--- config.mk ---
export PLATFORM = sky130hd
export DESIGN_NAME = vspb_config
export DESIGN_NICKNAME = d
export VERILOG_FILES = /design/src/vspb_pkg.sv /design/src/vspb_cfg_if.sv /design/src/vspb_config.sv /design/src/vspb_pix.sv /design/src/vspb_geom.sv
export SDC_FILE = /design/constraint.sdc
export NUM_CORES = 1
export LEC_CHECK = 0
export ABC_AREA = 1
export ABC_CLOCK_PERIOD_IN_PS = 3000
export BUFFER_PORTS_ARGS = -buffer_cell sky130_fd_sc_hd__buf_2
export CORE_MARGIN = 5
export CORE_UTILIZATION = 40
export CTS_CLUSTER_SIZE = 20
export DETAILED_ROUTE_END_ITERATION = 6
export PLACE_DENSITY = 0.61
export SLEW_MARGIN = 10
export SYNTH_ARGS = -nofsm -noshare
export SYNTH_HDL_FRONTEND = slang
export SYNTH_SLANG_ARGS = --single-unit
export TNS_END_PERCENT = 50
--- constraint.sdc ---
create_clock -name core_clk -period 3 [get_ports core_clk]
set_input_delay 0 -clock core_clk [delete_from_list [all_inputs] [get_ports core_clk]]
set_output_delay 0 -clock core_clk [all_outputs]
set_load 0.05 [all_outputs]
--- src/vspb_pkg.sv ---
// Constants shared by the second sprite plane configuration block
`default_nettype none
package vspb_pkg;
  // Register byte addresses
  localparam int unsigned VSPB_ADDR_W = 20;
  localparam logic [19:0] VSPB_OFF_CTL = 20'h73180;
  localparam logic [19:0] VSPB_OFF_LINOFF = 20'h73184;
  localparam logic [19:0] VSPB_OFF_STRIDE = 20'h73188;
  localparam logic [19:0] VSPB_OFF_POS = 20'h7318C;
  localparam logic [19:0] VSPB_OFF_SIZE = 20'h73190;
  localparam logic [19:0] VSPB_OFF_KVAL = 20'h73194;
  localparam logic [19:0] VSPB_OFF_KMSK = 20'h73198;
  // Writable bit masks; everything else reads as zero
  localparam logic [31:0] VSPB_MASK_CTL = 32'hDC7F8404;
  localparam logic [31:0] VSPB_MASK_FULL = 32'hFFFFFFFF;
  localparam logic [31:0] VSPB_MASK_CRD = 32'h0FFF0FFF;
  localparam logic [31:0] VSPB_MASK_KVAL = 32'h00FFFFFF;
  localparam logic [31:0] VSPB_MASK_KMSK = 32'h07FFFFFF;
  localparam logic [31:0] VSPB_RST = 32'h00000000;
  localparam logic [31:0] VSPB_ZERO = 32'h00000000;
  // Control bit positions
  localparam int unsigned VSPB_EN_BIT = 31;
  localparam int unsigned VSPB_GAMMA_BIT = 30;
  localparam int unsigned VSPB_XS512_BIT = 28;
  localparam int unsigned VSPB_RNGOFF_BIT = 27;
  localparam int unsigned VSPB_FMT_BIT = 26;
  localparam int unsigned VSPB_SRCKEY_BIT = 22;
  localparam int unsigned VSPB_DUP_LSB = 20;
  localparam int unsigned VSPB_CSCOFF_BIT = 19;
  localparam int unsigned VSPB_M709_BIT = 18;
  localparam int unsigned VSPB_ORD_LSB = 16;
  localparam int unsigned VSPB_ROT_BIT = 15;
  localparam int unsigned VSPB_TILED_BIT = 10;
  localparam int unsigned VSPB_DSTKEY_BIT = 2;
  // Duplication and byte order codes
  localparam logic [1:0] VSPB_DUP_NONE = 2'h0;
  localparam logic [1:0] VSPB_DUP_LP = 2'h1;
  localparam logic [1:0] VSPB_DUP_PIX = 2'h3;
  localparam logic [1:0] VSPB_ORD_YUYV = 2'h0;
  localparam logic [1:0] VSPB_ORD_UYVY = 2'h1;
  localparam logic [1:0] VSPB_ORD_YVYU = 2'h2;
  localparam logic [1:0] VSPB_ORD_VYUY = 2'h3;
  // Coordinate and key layouts
  localparam int unsigned VSPB_CRD_W = 12;
  localparam int unsigned VSPB_Y_LSB = 16;
  localparam int unsigned VSPB_X_LSB = 0;
  localparam int unsigned VSPB_KEY_W = 24;
  localparam int unsigned VSPB_MSK_UB_BIT = 24;
  localparam logic [1:0] VSPB_PAD = 2'h0;
endpackage : vspb_pkg
`default_nettype wire

--- src/vspb_cfg_if.sv ---
// Active configuration and derived results passed between plane modules
`timescale 1ns/1ns
`default_nettype none
interface vspb_cfg_if;
  logic [31:0] ctl;
  logic [31:0] key_val;
  logic [31:0] key_msk;
  logic [23:0] key_max;
  logic [31:0] pos;
  logic [31:0] size;
  logic [31:0] lin_off;
  logic [31:0] surf_base;
  logic [31:0] spr_word;
  logic spr_odd;
  logic [23:0] pipe_pix;
  logic [29:0] pix10;
  logic src_hit;
  logic dst_hit;
  logic csc_on;
  logic range_exp;
  logic mat_709;
  logic [12:0] eff_x;
  logic [12:0] eff_y;
  logic [12:0] eff_w;
  logic [12:0] eff_h;
  logic [31:0] first_addr;
  logic line_rep;
  logic scan_rev;
  modport core (output ctl, key_val, key_msk, key_max, pos, size, lin_off, surf_base,
    spr_word, spr_odd, pipe_pix, input pix10, src_hit, dst_hit, csc_on, range_exp,
    mat_709, eff_x, eff_y, eff_w, eff_h, first_addr, line_rep, scan_rev);
  modport pix (input ctl, key_val, key_msk, key_max, spr_word, spr_odd, pipe_pix,
    output pix10, src_hit, dst_hit, csc_on, range_exp, mat_709);
  modport geom (input ctl, pos, size, lin_off, surf_base,
    output eff_x, eff_y, eff_w, eff_h, first_addr, line_rep, scan_rev);
endinterface : vspb_cfg_if
`default_nettype wire

--- src/vspb_config.sv ---
// Double-buffered register set of the second video sprite plane
// Operation
// - Bit 28 enables excess-512 on bypass path
// - Bit 27 clear expands YUV to full range
// - Bit 26 picks YUV 4:2:2 or BGRX
// - Source key makes matching pixels transparent
// - Bits 21:20 select pixel and line duplication
// - Bit 19 bypasses YUV to RGB conversion
// - Bit 18 picks BT.601 or BT.709 matrix
// - Bits 17:16 give YUV 4:2:2 byte order
// - Bit 15 rotates plane by 180 degrees
// - Bit 10 selects tiled or linear surface
// - Destination key shows sprite where pipe matches
// - Linear offset added to base, vblank loaded
// - Stride first, surface write triggers both
// - Position fields load on vblank rising edge
// - Duplication doubles coordinates and size
// - Size holds height and width minus one
// - Key value bytes are minimums or exact
// - Mask gates dest bits, enables source channels
// - Trigger write arms control update at vblank
// - Enable bit follows staged value each vblank
`timescale 1ns/1ns
`default_nettype none
module vspb_config
  import vspb_pkg::*;
(
  input wire logic core_clk,
  input wire logic reset,
  input wire logic clk_en,
  input wire logic reg_wr,
  input wire logic reg_rd,
  input wire logic [VSPB_ADDR_W-1:0] reg_addr,
  input wire logic [31:0] reg_wdata,
  input wire logic surf_write,
  input wire logic [31:0] surf_base,
  input wire logic [23:0] key_max,
  input wire logic vblank,
  input wire logic [31:0] sprite_word,
  input wire logic sprite_odd,
  input wire logic [23:0] pipe_pixel,
  output logic [31:0] reg_rdata,
  output logic reg_rvalid,
  output logic [31:0] active_control,
  output logic [31:0] active_stride,
  output logic [31:0] active_key_value,
  output logic [31:0] active_key_mask,
  output logic [12:0] eff_x,
  output logic [12:0] eff_y,
  output logic [12:0] eff_w,
  output logic [12:0] eff_h,
  output logic [31:0] first_pixel_addr,
  output logic line_repeat,
  output logic scan_reverse,
  output logic [29:0] pixel_10b,
  output logic use_sprite,
  output logic csc_on,
  output logic range_expand,
  output logic matrix_709,
  output logic update_pending,
  output logic plane_enabled
);
  typedef struct packed {
    logic [31:0] s_ctl, s_off, s_stride, s_pos, s_size, s_kval, s_kmsk;
    logic [31:0] a_ctl, a_off, a_stride, a_pos, a_size, a_kval, a_kmsk;
    logic pending;
    logic vb_d;
    logic [31:0] rdata;
    logic rvalid;
    logic [12:0] ex, ey, ew, eh;
    logic [31:0] faddr;
    logic line_rep;
    logic scan_rev;
    logic [29:0] pix10;
    logic use_spr;
    logic csc;
    logic rng;
    logic m709;
  } vspb_state_t;

  vspb_state_t st;
  vspb_state_t next_st;
  logic vb_edge;
  logic trig;
  vspb_cfg_if cfg ();

  // Active set feeds the pixel and geometry logic
  assign cfg.ctl = st.a_ctl;
  assign cfg.key_val = st.a_kval;
  assign cfg.key_msk = st.a_kmsk;
  assign cfg.key_max = key_max;
  assign cfg.pos = st.a_pos;
  assign cfg.size = st.a_size;
  assign cfg.lin_off = st.a_off;
  assign cfg.surf_base = surf_base;
  assign cfg.spr_word = sprite_word;
  assign cfg.spr_odd = sprite_odd;
  assign cfg.pipe_pix = pipe_pixel;

  vspb_pix u_pix (
    .cfg(cfg.pix)
  );

  vspb_geom u_geom (
    .cfg(cfg.geom)
  );

  // Vblank comes from pipe timing on this clock, so no synchroniser
  assign vb_edge = vblank & ~st.vb_d;
  // surface write, or enable rising through a control write
  assign trig = surf_write | (reg_wr && reg_addr == VSPB_OFF_CTL &&
    reg_wdata[VSPB_EN_BIT] && !st.s_ctl[VSPB_EN_BIT]);

  // Next state: staging writes, vblank commit, reads, registered results
  always_comb begin
    next_st = st;
    next_st.vb_d = vblank;
    if (reg_wr) begin
      case (reg_addr)
        VSPB_OFF_CTL: next_st.s_ctl = reg_wdata & VSPB_MASK_CTL;
        VSPB_OFF_LINOFF: next_st.s_off = reg_wdata & VSPB_MASK_FULL;
        VSPB_OFF_STRIDE: next_st.s_stride = reg_wdata & VSPB_MASK_FULL;
        VSPB_OFF_POS: next_st.s_pos = reg_wdata & VSPB_MASK_CRD;
        VSPB_OFF_SIZE: next_st.s_size = reg_wdata & VSPB_MASK_CRD;
        VSPB_OFF_KVAL: next_st.s_kval = reg_wdata & VSPB_MASK_KVAL;
        VSPB_OFF_KMSK: next_st.s_kmsk = reg_wdata & VSPB_MASK_KMSK;
        default: next_st.s_ctl = st.s_ctl;
      endcase
    end
    if (vb_edge) begin
      // offset, position and size load on every vblank
      next_st.a_off = st.s_off;
      next_st.a_pos = st.s_pos;
      next_st.a_size = st.s_size;
      // disable takes hold without a trigger
      next_st.a_ctl[VSPB_EN_BIT] = st.s_ctl[VSPB_EN_BIT];
      if (st.pending) begin
        next_st.a_ctl = st.s_ctl;
        next_st.a_stride = st.s_stride;
        next_st.a_kval = st.s_kval;
        next_st.a_kmsk = st.s_kmsk;
      end
    end
    // a trigger in the commit cycle stays armed for the next vblank
    next_st.pending = trig | (st.pending & ~vb_edge);
    // Reads show staged values; unmapped addresses return zero
    next_st.rvalid = reg_rd;
    next_st.rdata = VSPB_ZERO;
    if (reg_rd) begin
      case (reg_addr)
        VSPB_OFF_CTL: next_st.rdata = st.s_ctl;
        VSPB_OFF_LINOFF: next_st.rdata = st.s_off;
        VSPB_OFF_STRIDE: next_st.rdata = st.s_stride;
        VSPB_OFF_POS: next_st.rdata = st.s_pos;
        VSPB_OFF_SIZE: next_st.rdata = st.s_size;
        VSPB_OFF_KVAL: next_st.rdata = st.s_kval;
        VSPB_OFF_KMSK: next_st.rdata = st.s_kmsk;
        default: next_st.rdata = VSPB_ZERO;
      endcase
    end
    // geometry and pixel results registered for the pipe
    next_st.ex = cfg.eff_x;
    next_st.ey = cfg.eff_y;
    next_st.ew = cfg.eff_w;
    next_st.eh = cfg.eff_h;
    next_st.faddr = cfg.first_addr;
    next_st.line_rep = cfg.line_rep;
    next_st.scan_rev = cfg.scan_rev;
    next_st.pix10 = cfg.pix10;
    next_st.csc = cfg.csc_on;
    next_st.rng = cfg.range_exp;
    next_st.m709 = cfg.mat_709;
    // destination key wins if software sets both
    next_st.use_spr = st.a_ctl[VSPB_EN_BIT] & (st.a_ctl[VSPB_DSTKEY_BIT] ?
      cfg.dst_hit : ~cfg.src_hit);
  end

  // Single state register; clock enable freezes everything
  always_ff @(posedge core_clk) begin
    if (reset) begin
      st <= '0;
    end else if (clk_en) begin
      st <= next_st;
    end
  end

  assign reg_rdata = st.rdata;
  assign reg_rvalid = st.rvalid;
  assign active_control = st.a_ctl;
  assign active_stride = st.a_stride;
  assign active_key_value = st.a_kval;
  assign active_key_mask = st.a_kmsk;
  assign eff_x = st.ex;
  assign eff_y = st.ey;
  assign eff_w = st.ew;
  assign eff_h = st.eh;
  assign first_pixel_addr = st.faddr;
  assign line_repeat = st.line_rep;
  assign scan_reverse = st.scan_rev;
  assign pixel_10b = st.pix10;
  assign use_sprite = st.use_spr;
  assign csc_on = st.csc;
  assign range_expand = st.rng;
  assign matrix_709 = st.m709;
  assign update_pending = st.pending;
  assign plane_enabled = st.a_ctl[VSPB_EN_BIT];
endmodule : vspb_config
`default_nettype wire

--- src/vspb_pix.sv ---
// Pixel unpack, 10-bit widening and colour key compare
`timescale 1ns/1ns
`default_nettype none
module vspb_pix
  import vspb_pkg::*;
(
  vspb_cfg_if.pix cfg
);
  logic [7:0] b0, b1, b2, b3;
  logic [7:0] y0, y1, u, v;
  logic rgb;
  logic xs512;
  logic [2:0][7:0] ch;
  logic [2:0] hit;

  assign b0 = cfg.spr_word[7:0];
  assign b1 = cfg.spr_word[15:8];
  assign b2 = cfg.spr_word[23:16];
  assign b3 = cfg.spr_word[31:24];
  assign rgb = cfg.ctl[VSPB_FMT_BIT];

  always_comb begin
    y0 = b0;
    u = b1;
    y1 = b2;
    v = b3;
    case (cfg.ctl[VSPB_ORD_LSB +: 2])
      VSPB_ORD_YUYV: begin
        y0 = b0; u = b1; y1 = b2; v = b3;
      end
      VSPB_ORD_UYVY: begin
        u = b0; y0 = b1; v = b2; y1 = b3;
      end
      VSPB_ORD_YVYU: begin
        y0 = b0; v = b1; y1 = b2; u = b3;
      end
      VSPB_ORD_VYUY: begin
        v = b0; y0 = b1; u = b2; y1 = b3;
      end
      default: begin
        y0 = b0; u = b1; y1 = b2; v = b3;
      end
    endcase
  end

  // Channel 2 is V or R, 1 is Y or G, 0 is U or B
  assign ch[2] = rgb ? b2 : v;
  assign ch[1] = rgb ? b1 : (cfg.spr_odd ? y1 : y0);
  assign ch[0] = rgb ? b0 : u;

  // excess-512 only on the bypass path of YUV data
  assign xs512 = ~rgb & cfg.ctl[VSPB_CSCOFF_BIT] & cfg.ctl[VSPB_XS512_BIT];

  genvar i;
  generate
    for (i = 0; i < 3; i++) begin : g_ch
      // chroma re-biased by flipping its sign bit; luma untouched
      // every channel widened to 10 bits
      assign cfg.pix10[10*i +: 10] = (xs512 && i != 1) ?
        {~ch[i][7], ch[i][6:0], VSPB_PAD} : {ch[i], VSPB_PAD};
      // range minimum for YUV, exact value for RGB
      assign hit[i] = ~cfg.key_msk[VSPB_MSK_UB_BIT + i] | (rgb ?
        (ch[i] == cfg.key_val[8*i +: 8]) :
        (ch[i] >= cfg.key_val[8*i +: 8] && ch[i] <= cfg.key_max[8*i +: 8]));
    end
  endgenerate

  // source key match makes the pixel transparent
  assign cfg.src_hit = cfg.ctl[VSPB_SRCKEY_BIT] & (&hit);
  // zero mask bits ignore mismatches in destination key
  assign cfg.dst_hit = cfg.ctl[VSPB_DSTKEY_BIT] &
    (((cfg.pipe_pix ^ cfg.key_val[VSPB_KEY_W-1:0]) & cfg.key_msk[VSPB_KEY_W-1:0]) ==
    VSPB_ZERO[VSPB_KEY_W-1:0]);
  // conversion controls, all dead for RGB sources
  assign cfg.csc_on = ~rgb & ~cfg.ctl[VSPB_CSCOFF_BIT];
  assign cfg.range_exp = ~rgb & ~cfg.ctl[VSPB_CSCOFF_BIT] & ~cfg.ctl[VSPB_RNGOFF_BIT];
  assign cfg.mat_709 = ~rgb & ~cfg.ctl[VSPB_CSCOFF_BIT] & cfg.ctl[VSPB_M709_BIT];
endmodule : vspb_pix
`default_nettype wire

--- src/vspb_geom.sv ---
// Plane geometry: duplication scaling and first pixel address
`timescale 1ns/1ns
`default_nettype none
module vspb_geom
  import vspb_pkg::*;
(
  vspb_cfg_if.geom cfg
);
  logic [1:0] dup;
  logic hdbl;
  logic vdbl;
  logic [VSPB_CRD_W-1:0] x, y, w, h;

  // field layout of position and size
  assign x = cfg.pos[VSPB_X_LSB +: VSPB_CRD_W];
  assign y = cfg.pos[VSPB_Y_LSB +: VSPB_CRD_W];
  assign w = cfg.size[VSPB_X_LSB +: VSPB_CRD_W];
  assign h = cfg.size[VSPB_Y_LSB +: VSPB_CRD_W];

  // reserved code 10 behaves as no duplication
  assign dup = cfg.ctl[VSPB_DUP_LSB +: 2];
  assign hdbl = (dup == VSPB_DUP_LP) || (dup == VSPB_DUP_PIX);
  assign vdbl = (dup == VSPB_DUP_LP);
  assign cfg.line_rep = vdbl;

  // doubled minus-one size is twice plus one
  assign cfg.eff_x = hdbl ? {x, 1'h0} : {1'h0, x};
  assign cfg.eff_w = hdbl ? {w, 1'h1} : {1'h0, w};
  assign cfg.eff_y = vdbl ? {y, 1'h0} : {1'h0, y};
  assign cfg.eff_h = vdbl ? {h, 1'h1} : {1'h0, h};

  // offset only counts for linear surfaces
  assign cfg.first_addr = cfg.surf_base +
    (cfg.ctl[VSPB_TILED_BIT] ? VSPB_ZERO : cfg.lin_off);
  // rotated scan walks back from the given corner
  assign cfg.scan_rev = cfg.ctl[VSPB_ROT_BIT];
endmodule : vspb_geom
`default_nettype wire

Yosys cells after proc, flatten, opt, wreduce, memory -nomap -nowiden
Cells that the tools add are included.
{"block": "totals", "rom_bits": 0, "in_bits": 172, "latch_bits": 0, "memories": 0, "ram_bits": 0, "ff_bits": 509}
{"block": "classes", "addsub": 1, "bitwise": 28, "n_mul": 0, "div": 0, "reduce_logical": 22, "n_lt_le_gt_ge": 6, "shifts": 0, "eq_ne": 15, "mux": 21}
{"cell": "case mux 32 bit (7 select lines)", "n": 1}
{"cell": "== test 20 x 19 -> 1 bit, second input constant", "n": 7}
{"cell": "2-to-1 mux 32 bit", "n": 2}
{"cell": "case mux 8 bit (4 select lines)", "n": 2}
{"cell": "2-to-1 mux 13 bit", "n": 4}
{"cell": "adder 32 bit", "n": 1}
{"cell": "2-to-1 mux 8 bit", "n": 4}
{"cell": "case mux 8 bit (2 select lines)", "n": 2}
{"cell": "AND reduction 3 bit", "n": 9}
{"cell": "AND 24 bit", "n": 1}
{"cell": "== test 8 bit", "n": 3}
{"cell": "greater-or-equal comparator 8 bit", "n": 3}
{"cell": "less-or-equal comparator 8 bit", "n": 3}
{"cell": "zero test 24 bit", "n": 1}
{"cell": "bitwise XOR 24 bit", "n": 1}
{"cell": "2-to-1 mux 10 bit", "n": 2}
{"cell": "inverter 1 bit", "n": 11}
{"cell": "AND 1 bit", "n": 10}
{"cell": "== test 2 bit, second input constant", "n": 3}
{"cell": "logical AND 1 bit", "n": 6}
{"cell": "OR 1 bit", "n": 5}
{"cell": "== test 2 x 1 -> 1 bit, second input constant", "n": 2}
{"cell": "2-to-1 mux 1 bit", "n": 4}
{"cell": "OR reduction 2 bit", "n": 2}
{"cell": "4 further kinds", "n": 4}

Longest topological paths before layout
Gate-level depths: netlist of the first run.
{"block": "logic_depth", "word_depth": 14, "depth_mapped": 22, "ltp_nobuf": 21}

Modules after synthesis
A second synthesis of the first run with hierarchy kept.
{"block": "unflattened", "hier_cells": 3935, "area_unflattened_um2": 26699.4}
{"module": "vspb_config", "area_each_um2": 20978.9, "cells_per_inst": 2767, "seq_area_each_um2": 10229.8, "instances": 1}
{"module": "vspb_geom", "area_each_um2": 3164.3, "cells_per_inst": 702, "seq_area_each_um2": 0.0, "instances": 1}
{"module": "vspb_pix", "area_each_um2": 2556.2, "cells_per_inst": 466, "seq_area_each_um2": 0.0, "instances": 1}

Worst setup path after synthesis of the first run
OpenSTA, ideal clock, no wires.
{"block": "synth_timing", "path_kind": "flip-flop to flip-flop", "startpoint": "register st (netlist bit active_control[16])", "endpoint": "register st (netlist bit use_sprite)", "path_buffers": 1, "setup_slack_ns": 0.571, "arrival_time_ns": 2.297, "stages_incl_launch_ff": 23, "setup_time_ns": 0.132, "cell_sequence": "dfxtp_1 -> buf_2 -> inv_1 -> nand2_1 -> inv_1 -> nand2_1 -> o21ai_0 -> a21oi_1 -> nand3_1 -> o21ai_0 -> inv_1 -> ha_1 -> nand2_1 -> nor2_1 -> nand2_1 -> nand2_1 -> nand2_1 -> nand2_1 -> nand2_1 -> nand2_1 -> nand2_1 -> o21ai_0 -> a21oi_1"}
{"block": "synth_between", "elab_chain_cells": 14, "elab_cells_between_ends": 37}
{"element": "start, declared", "line": "vspb_config.sv:81", "text": "vspb_state_t st;"}
{"element": "start signal, assigned", "line": "vspb_config.sv:183", "text": "st <= next_st;"}
{"element": "== test 2 x 1 -> 1 bit (tied with other cells)", "line": "vspb_pix.sv:27", "text": "case (cfg.ctl[VSPB_ORD_LSB +: 2])"}
{"element": "OR reduction 2 bit (no line)"}
{"element": "case mux 8 bit (2 select lines)", "line": "vspb_pix.sv:27"}
{"element": "2-to-1 mux 8 bit (2 in series)", "line": "vspb_pix.sv:48", "text": "assign ch[1] = rgb ? b1 : (cfg.spr_odd ? y1 : y0);"}
{"element": "greater-or-equal comparator 8 bit or less-or-equal comparator 8 bit (tied branches)", "line": "vspb_pix.sv:64", "text": "(ch[i] >= cfg.key_val[8*i +: 8] && ch[i] <= cfg.key_max[8*i +: 8]));"}
{"element": "logical AND 1 bit", "line": "vspb_pix.sv:64"}
{"element": "2-to-1 mux 1 bit", "line": "vspb_pix.sv:62", "text": "assign hit[i] = ~cfg.key_msk[VSPB_MSK_UB_BIT + i] | (rgb ?"}
{"element": "OR 1 bit", "line": "vspb_pix.sv:62"}
{"element": "AND reduction 3 bit *", "line": "vspb_pix.sv:69", "text": "assign cfg.src_hit = cfg.ctl[VSPB_SRCKEY_BIT] & (&hit);"}
{"element": "AND 1 bit *", "line": "vspb_pix.sv:69"}
{"element": "inverter 1 bit *", "line": "vspb_config.sv:175", "text": "cfg.dst_hit : ~cfg.src_hit);"}
{"element": "2-to-1 mux 1 bit *", "line": "vspb_config.sv:174", "text": "next_st.use_spr = st.a_ctl[VSPB_EN_BIT] & (st.a_ctl[VSPB_DSTKEY_BIT] ?"}
{"element": "AND 1 bit *", "line": "vspb_config.sv:174"}
Every way passes the cells marked *; elsewhere a longest branch is shown, timed or not.
A chain may end at the register's enable or synchronous reset.

Final worst setup path of the first run
Ends and elaborated chain as after synthesis.

==> results of run 1 <==
[worst min-delay path, delay by kind of cell]
kind | cells | cell delay (ns)
buf+inv | 2 | 0.14
simple gates | 3 | 0.26
fa+ha+maj | 1 | 0.22
[timing repair]
action	4_1_cts	5_1_grt
buffers inserted	0	2
hold endpoints to repair	241	0
setup endpoints to repair	0	7
hold buffers	72	0
gates resized for setup	0	4
[power by group]
part | internal, uW | switching, uW | total (uW)
Combinational | 757 | 1900 | 2660
Clock | 4260 | 2910 | 7170
Sequential | 6930 | 164 | 7100
[flip-flops by register name, indices dropped and copies added (netlist names), 13 cells and up]
signal and cells:
active_stride 32, eff_y 13, reg_rdata 32, eff_h 13, cfg.size 24, pixel_10b 24
first_pixel_addr 32, cfg.lin_off 32, eff_x 13, st 179, active_key_mask 27, cfg.pos 24
active_key_value 24, eff_w 13, active_control 15
[cell families (layout without fill, tap and decap cells)]
kind of cell,count (synthesis),after routing
AO/OA/AOI/OAI,1120,1120
buffers and inverters,948,1139
AND/OR/NAND/NOR,929,929
flip-flops,505,505
adder cells (fa/ha/maj),80,80
XOR/XNOR,18,18
other,1,40
[metal layers]
layer	share of wire, %	track usage, %
met1	45	37.5
met2	45	41.9
met3	7.1	4.85
met4	2.2	5.60
met5	0.080	0
[path summary, 6_finish.rpt]
path | start | to | cells past startpoint
worst max register to register | active_control[16] | use_sprite | 21
worst max-delay path | active_control[16] | use_sprite | 21
worst min register to register | reg_rvalid | reg_rvalid | 2
worst min-delay path | surf_base[16] | first_pixel_addr[16] | 6
[cell usage in the layout, fill, tap and decap left out, types with 16 or more instances in the layout]
cell,count
conb_1,36
a21oi_1,475
o22ai_1,67
o21ai_0,479
inv_1,464
buf_2,416
nor3_1,30
nand3_1,138
ha_1,79
buf_4,70
nand2_1,417
nand4_1,16
o211ai_1,49
dfxtp_1,503
clkbuf_16,57
nor2_1,290
dlygate4sd3_1,72
[final cells by class]
cell class                      instances  share of cell area, %
Inverter                              475                   6.10
Multi-Input combinational cell       2183                   37.7
Sequential cell                       505                   34.3
Timing Repair Buffer                  564                   11.7
Antenna cell                            4                 0.0340
Clock buffer                           79                   5.60
Clock inverter                         21                  0.938
Tap cell                              855                   3.63
[synthesized netlist by cell type (all sizes together) (6+ instances only)]
cell type	instances	area [um2]
dfxtp	505	10100
o21ai	492	2460
a21oi	475	2380
inv	471	1770
nand2	421	1590
buf	318	2280
nor2	297	1150
clkbuf	155	582
nand3	143	731
ha	79	988
o22ai	67	419
o211ai	49	368
nor3	33	186
nand4	16	100
xor2	14	123
or2	12	75.1
o21a	7	52.6
o221ai	6	52.6
o31ai	6	45.0
[per-stage QoR]
step                      cell area, um2  setup TNS, ns  utilization [%]  total power [uW]
final                              29500              0             46.0             16900
after global routing               29500        -0.0272             46.0             17600
after CTS                          29400              0             45.9             17000
after detailed placement           26800              0             41.8              9790
after global placement             26800              0             41.8              9800
after floorplan                    25800              0                -              9160
==> impl_metrics.toml, run 1 <==
[setup_path]
cp_data_required_time_ns = 3.55
crit_arrival_ns = 3.29
cp-end-kind = "register"
path_cells = "nor2_1 > buf_4 > inv_1 > o221ai_1 > a22oi_1 > buf_4 > ha_1 > inv_1 > nand2_1 > nand2_1 > nand2_1 > nand2_1 > nand2_1 > nand2_1 > nand2_1 > nand2_1 > nand2_1 > nand2_1 > nand2_1 > o21ai_0 > a21oi_1"
slowest_stage = "a22oi_1"
cpPeakStageDelay_ns = 0.42
worstSetupPathType = "register to register"
worstSetupStartpointType = "register"
worst-path-max-fanout = 11
cp_num_buf_inv = 4
critPathMostFrequentCell = "nand2_1"
ff2ff_setup_slack_ns = 0.26
crit_family = "compound AO/OA/AOI/OAI gates"

[routing]
vias_per_cell = 5.14
wirelength_um = 96500
final_antenna_net_count = 0
vias = 24100
drc = 0
routedWlPerCell_um = 20.6
first_pass_iters = 6
drtIter0Drc = 2486

[die]
io_pins = 455
num_rows = 93
die-area_um2 = 69500
fp.dieH_um = 264
core_area_um2 = 64100
dieWidth_um = 264
start_util_pct = 40.1

[timing]
setup_slack_ns = 0.259
setup_violations = 0
hold_ws_ns = 0.0330
rsz0062_at_grt = "true"
fin_crit_sh_pct = 91.4
hold_viol = 0
slew_viol_final = 0
relSlewSlack_pct = 39.6
layout_min_cycle_time_ns = 2.74
max_freq_ghz = 0.365
finClkSkew_ns = 0.0200
worst_pin_slew_ns = 0.905

[placement]
place_ws_ns = 0.221
hpwlAfterDp_um = 72700
port_buffers = 418
finalWeightedCongestion = 0.944
placedCellCount = 4508

[yosys]
ys_async_sr_fraction_pct = 0
ys_ff_latch = 505
synth_mux_area_share_pct = 0
yosys_warnings = 0
synthFlopType = "dfxtp_1"
synth.distinct_cells = 46
synth_edf_count = 0
syn-instance-count = 3601
netlist_area_um2 = 25700
ys_seq_area_share_pct = 39.3
synthAdderAreaFrac_pct = 3.92
synth_compound_area_share_pct = 23.0
synth_top_family_by_area = "compound AO/OA/AOI/OAI gates"
yosys.area_share.simple_pct = 15.1
synthesis.area_per_instance_um2 = 7.14
synth-xor-area-share_pct = 0.613

[clocking]
clk_path_buf_depth = 3
cts_max_level = 2
clk_latency_ns = 0.63
worst_setup_hold_path_clk_slew_ns = 0.06
root_buffer = "clkbuf_16"
cts_tree = "yes"
numCtsBuffers = 56
clock-sinks = 505

[final_layout]
final_cells = 4686
seqCellArea_um2 = 10100
fin_nets = 4037
syn2layout_area_growth_pct = 14.6
fillers = 6684
multi_input_area_um2 = 11100
layout-drive-gt1-share_pct = 16.4

[status]
status = "finished, final reports clean"

[grt]
grt_max_degree = 196
antenna_found_initial = 11
track_usage_pct = 26.3
grt_pass1_wl_um = 143000
grt_pass1_vias = 22200
gr-total-overflow = 0

[worst_hold_path]
worst_hold_path_type = "input pin to register"

[power_and_ir_drop]
power_density_nw_per_um2 = 574
ir_drop_mv = 0.355
leakagePower_uw = 0.0133

[flow_run]
drv_cap = 0
No activity file was read; power rests on OpenSTA's default activity.
==> run 2: changes to the inputs <==
- SYNTH_HIERARCHICAL: default -> 1
==> run 2 against run 1 <==
Net effect: worst setup slack improved by 0.076 ns; register-to-register slack improved by 0.08 ns; worst hold slack got worse by 0.031 ns; synthesized area rose by 3.8%; final cell count rose by 7.1%; first-iteration DRC count fell by 11%; utilization rose by 0.22 points; combinational power barely moved; clock skew fell by 0.0076 ns; clock-buffer cell count rose by 5; critical endpoint unchanged; largest cell class unchanged.
==> impl_metrics.toml, run 2 <==
[placement]
port_buffers = 424
finalWeightedCongestion = 0.964
hpwlAfterDp_um = 73500

[clocking]
worst_setup_hold_path_clk_slew_ns = 0.06
cts_tree = "yes"
numCtsBuffers = 57
cts_max_level = 2
clk_path_buf_depth = 3
clk_latency_ns = 0.63
root_buffer = "clkbuf_16"
clock-sinks = 511

[timing]
layout_min_cycle_time_ns = 2.66
fin_crit_sh_pct = 88.8
max_freq_ghz = 0.375
rsz0062_at_grt = "false"
hold_viol = 0
setup-tns-final_ns = 0
slew_viol_final = 0
finClkSkew_ns = 0.0124
setup_violations = 0
relSlewSlack_pct = 44.4
worst_pin_slew_ns = 0.833

[die]
num_rows = 94
io_pins = 455
core_area_um2 = 66000
fp.dieH_um = 268
start_util_pct = 40.5
die-area_um2 = 72000
dieWidth_um = 268

[yosys]
syn-instance-count = 3935
synth_top_area_cell = "dfxtp_1"
synth.distinct_cells = 46
netlist_top_cells_area = "dfxtp_1 38%, o21ai_0 10%, nor2_1 10%"
ys_ff_latch = 511
netlist_area_um2 = 26700
synth_top_area_share_pct = 38.3
ys_async_sr_fraction_pct = 0
ys_seq_area_share_pct = 38.3
synthTopCellsByCount = "735 x nor2_1, 649 x nand2_1, 560 x o21ai_0"
synthFlopType = "dfxtp_1"
synth_edf_count = 0
yosys_warnings = 6
synthesis.area_per_instance_um2 = 6.79
synth_most_common_cell = "nor2_1"

[final_layout]
layout-drive-gt1-share_pct = 15.6
multi_input_area_um2 = 12300
fin_nets = 4357
top_register = "st"
final_cell_mix = "733 x nor2_1, 647 x nand2_1, 552 x o21ai_0"
mostFrequentLayoutCell = "nor2_1"
utilization_pct = 46.2
fillers = 6971
largest_register_ffs = 179
syn2layout_area_growth_pct = 14.1
seqCellArea_um2 = 10200

[setup_path]
cp-end-kind = "register"
cp_data_required_time_ns = 3.56
worst-path-max-fanout = 8
worstSetupStartpointType = "register"
worstSetupPathType = "register to register"
crit_arrival_ns = 3.23
ff2ff_setup_slack_ns = 0.34

[grt]
gr-total-overflow = 0
antenna_found_initial = 3
grt_pass1_wl_um = 144000
grt_pass1_vias = 23300
grt_max_degree = 121
track_usage_pct = 25.7

[routing]
routedWlPerCell_um = 19.4
first_pass_iters = 6
vias_per_cell = 5.04
vias = 25300
wirelength_um = 97200
drtIter0Drc = 2222
final_antenna_net_count = 0
drc = 0

[power_and_ir_drop]
ir_drop_mv = 0.445
power_density_nw_per_um2 = 568
leakagePower_uw = 0.0148

[flow_run]
drv_cap = 0

[worst_hold_path]
worst_hold_path_type = "input pin to register"

[status]
status = "finished, final reports clean"
==> run 2: cell count changes after synthesis, moves of 10 or more <==
cell	before	now
buf_4	275	285
clkbuf_1	155	165
o21ai_0	479	560
nand2_1	419	649
o22ai_1	67	3
nand3_1	140	84
o211ai_1	49	3
nor2_1	290	735
inv_1	466	349
nand4_1	16	79
a21oi_1	475	278
nor3_1	30	8
o21ai_1	13	1
==> run 2: kinds of logic after synthesis <==
logic type / count (synthesis) / synth area share (%)
and+or+nand+nor: 1601 / 24.3
AOI/OAI and AO/OA: 877 / 16.9
xor gates and xnor gates: 18 / 0.590
buffers and inverters: 846 / 16.1
adders and majority gates: 80 / 3.78
other: 2 / 0.0281
DFF: 511 / 38.3
==> run 2: cell type report <==
cell class                      instances  area share, %
Antenna cell                            3         0.0246
Clock buffer                           84           5.41
Clock inverter                         23           1.16
Inverter                              361           4.51
Multi-Input combinational cell       2612           40.5
Sequential cell                       511           33.6
Tap cell                              864           3.55
Timing Repair Buffer                  562           11.3
==> run 2: metrics by stage <==
stage	setup WS [ns]	instances	area, um2	hold slack (ns)	total power [uW]
final	0.335	5020	30500	0.00198	17300
after floorplan	0.653	3969	26800	0.135	9290
after global placement	0.148	4840	27800	0.281	9860
after CTS	0.154	5015	30400	0.00159	17400
after detailed placement	0.175	4840	27800	0.294	9860
after global routing	0.0237	5019	30500	0.0298	18000
==> run 2: layer usage <==
layer | global-route usage [%] | vias up | part of all wire [%]
met1 | 35.3 | 11700 | 44
met5 | 0 | - | 0.013
met3 | 4.23 | 140 | 6.8
li1 | - | 12700 | -
met4 | 6.34 | 2 | 2.6
met2 | 42.6 | 804 | 46
==> run 2: repair_timing <==
item                                   in CTS  in global routing
endpoints found under the hold margin     269                  0
setup endpoints to repair                   0                  1
buffers inserted                            0                  2
hold buffers                               68                  0
gates resized for setup                     0                 11
==> run 2: where the power goes <==
| part | internal, uW | switching [uW] |
|---|---|---|
| Clock | 4500 | 3000 |
| Combinational | 756 | 1890 |
| Sequential | 7010 | 142 |
| Total | 12300 | 5020 |
==> run 2: final timing paths <==
check | to | startpoint | cells after the start
setup / recovery | use_sprite | active_control[16] | 19
setup reg to reg | use_sprite | active_control[16] | 19
hold reg to reg | reg_rdata[16] | reg_rdata[16] | 2
hold / removal | pixel_10b[2] | sprite_word[24] | 7
==> run 2: critical path, stage by stage, from the launching register on <==
cell and delay (ns):
dfxtp_2 0.36, buf_4 0.16, nor2_4 0.17, clkinv_2 0.16, o221ai_1 0.17, nand2_1 0.07, o21ai_1 0.19, ha_1 0.31
a21oi_1 0.18, o21a_1 0.13, nand2_1 0.04, nand2_1 0.05, nand2_1 0.05, nand2_1 0.13, nand2_1 0.07, nand2_1 0.06
nor2_1 0.04, nand2_1 0.05, o211ai_1 0.07, a21oi_1 0.14
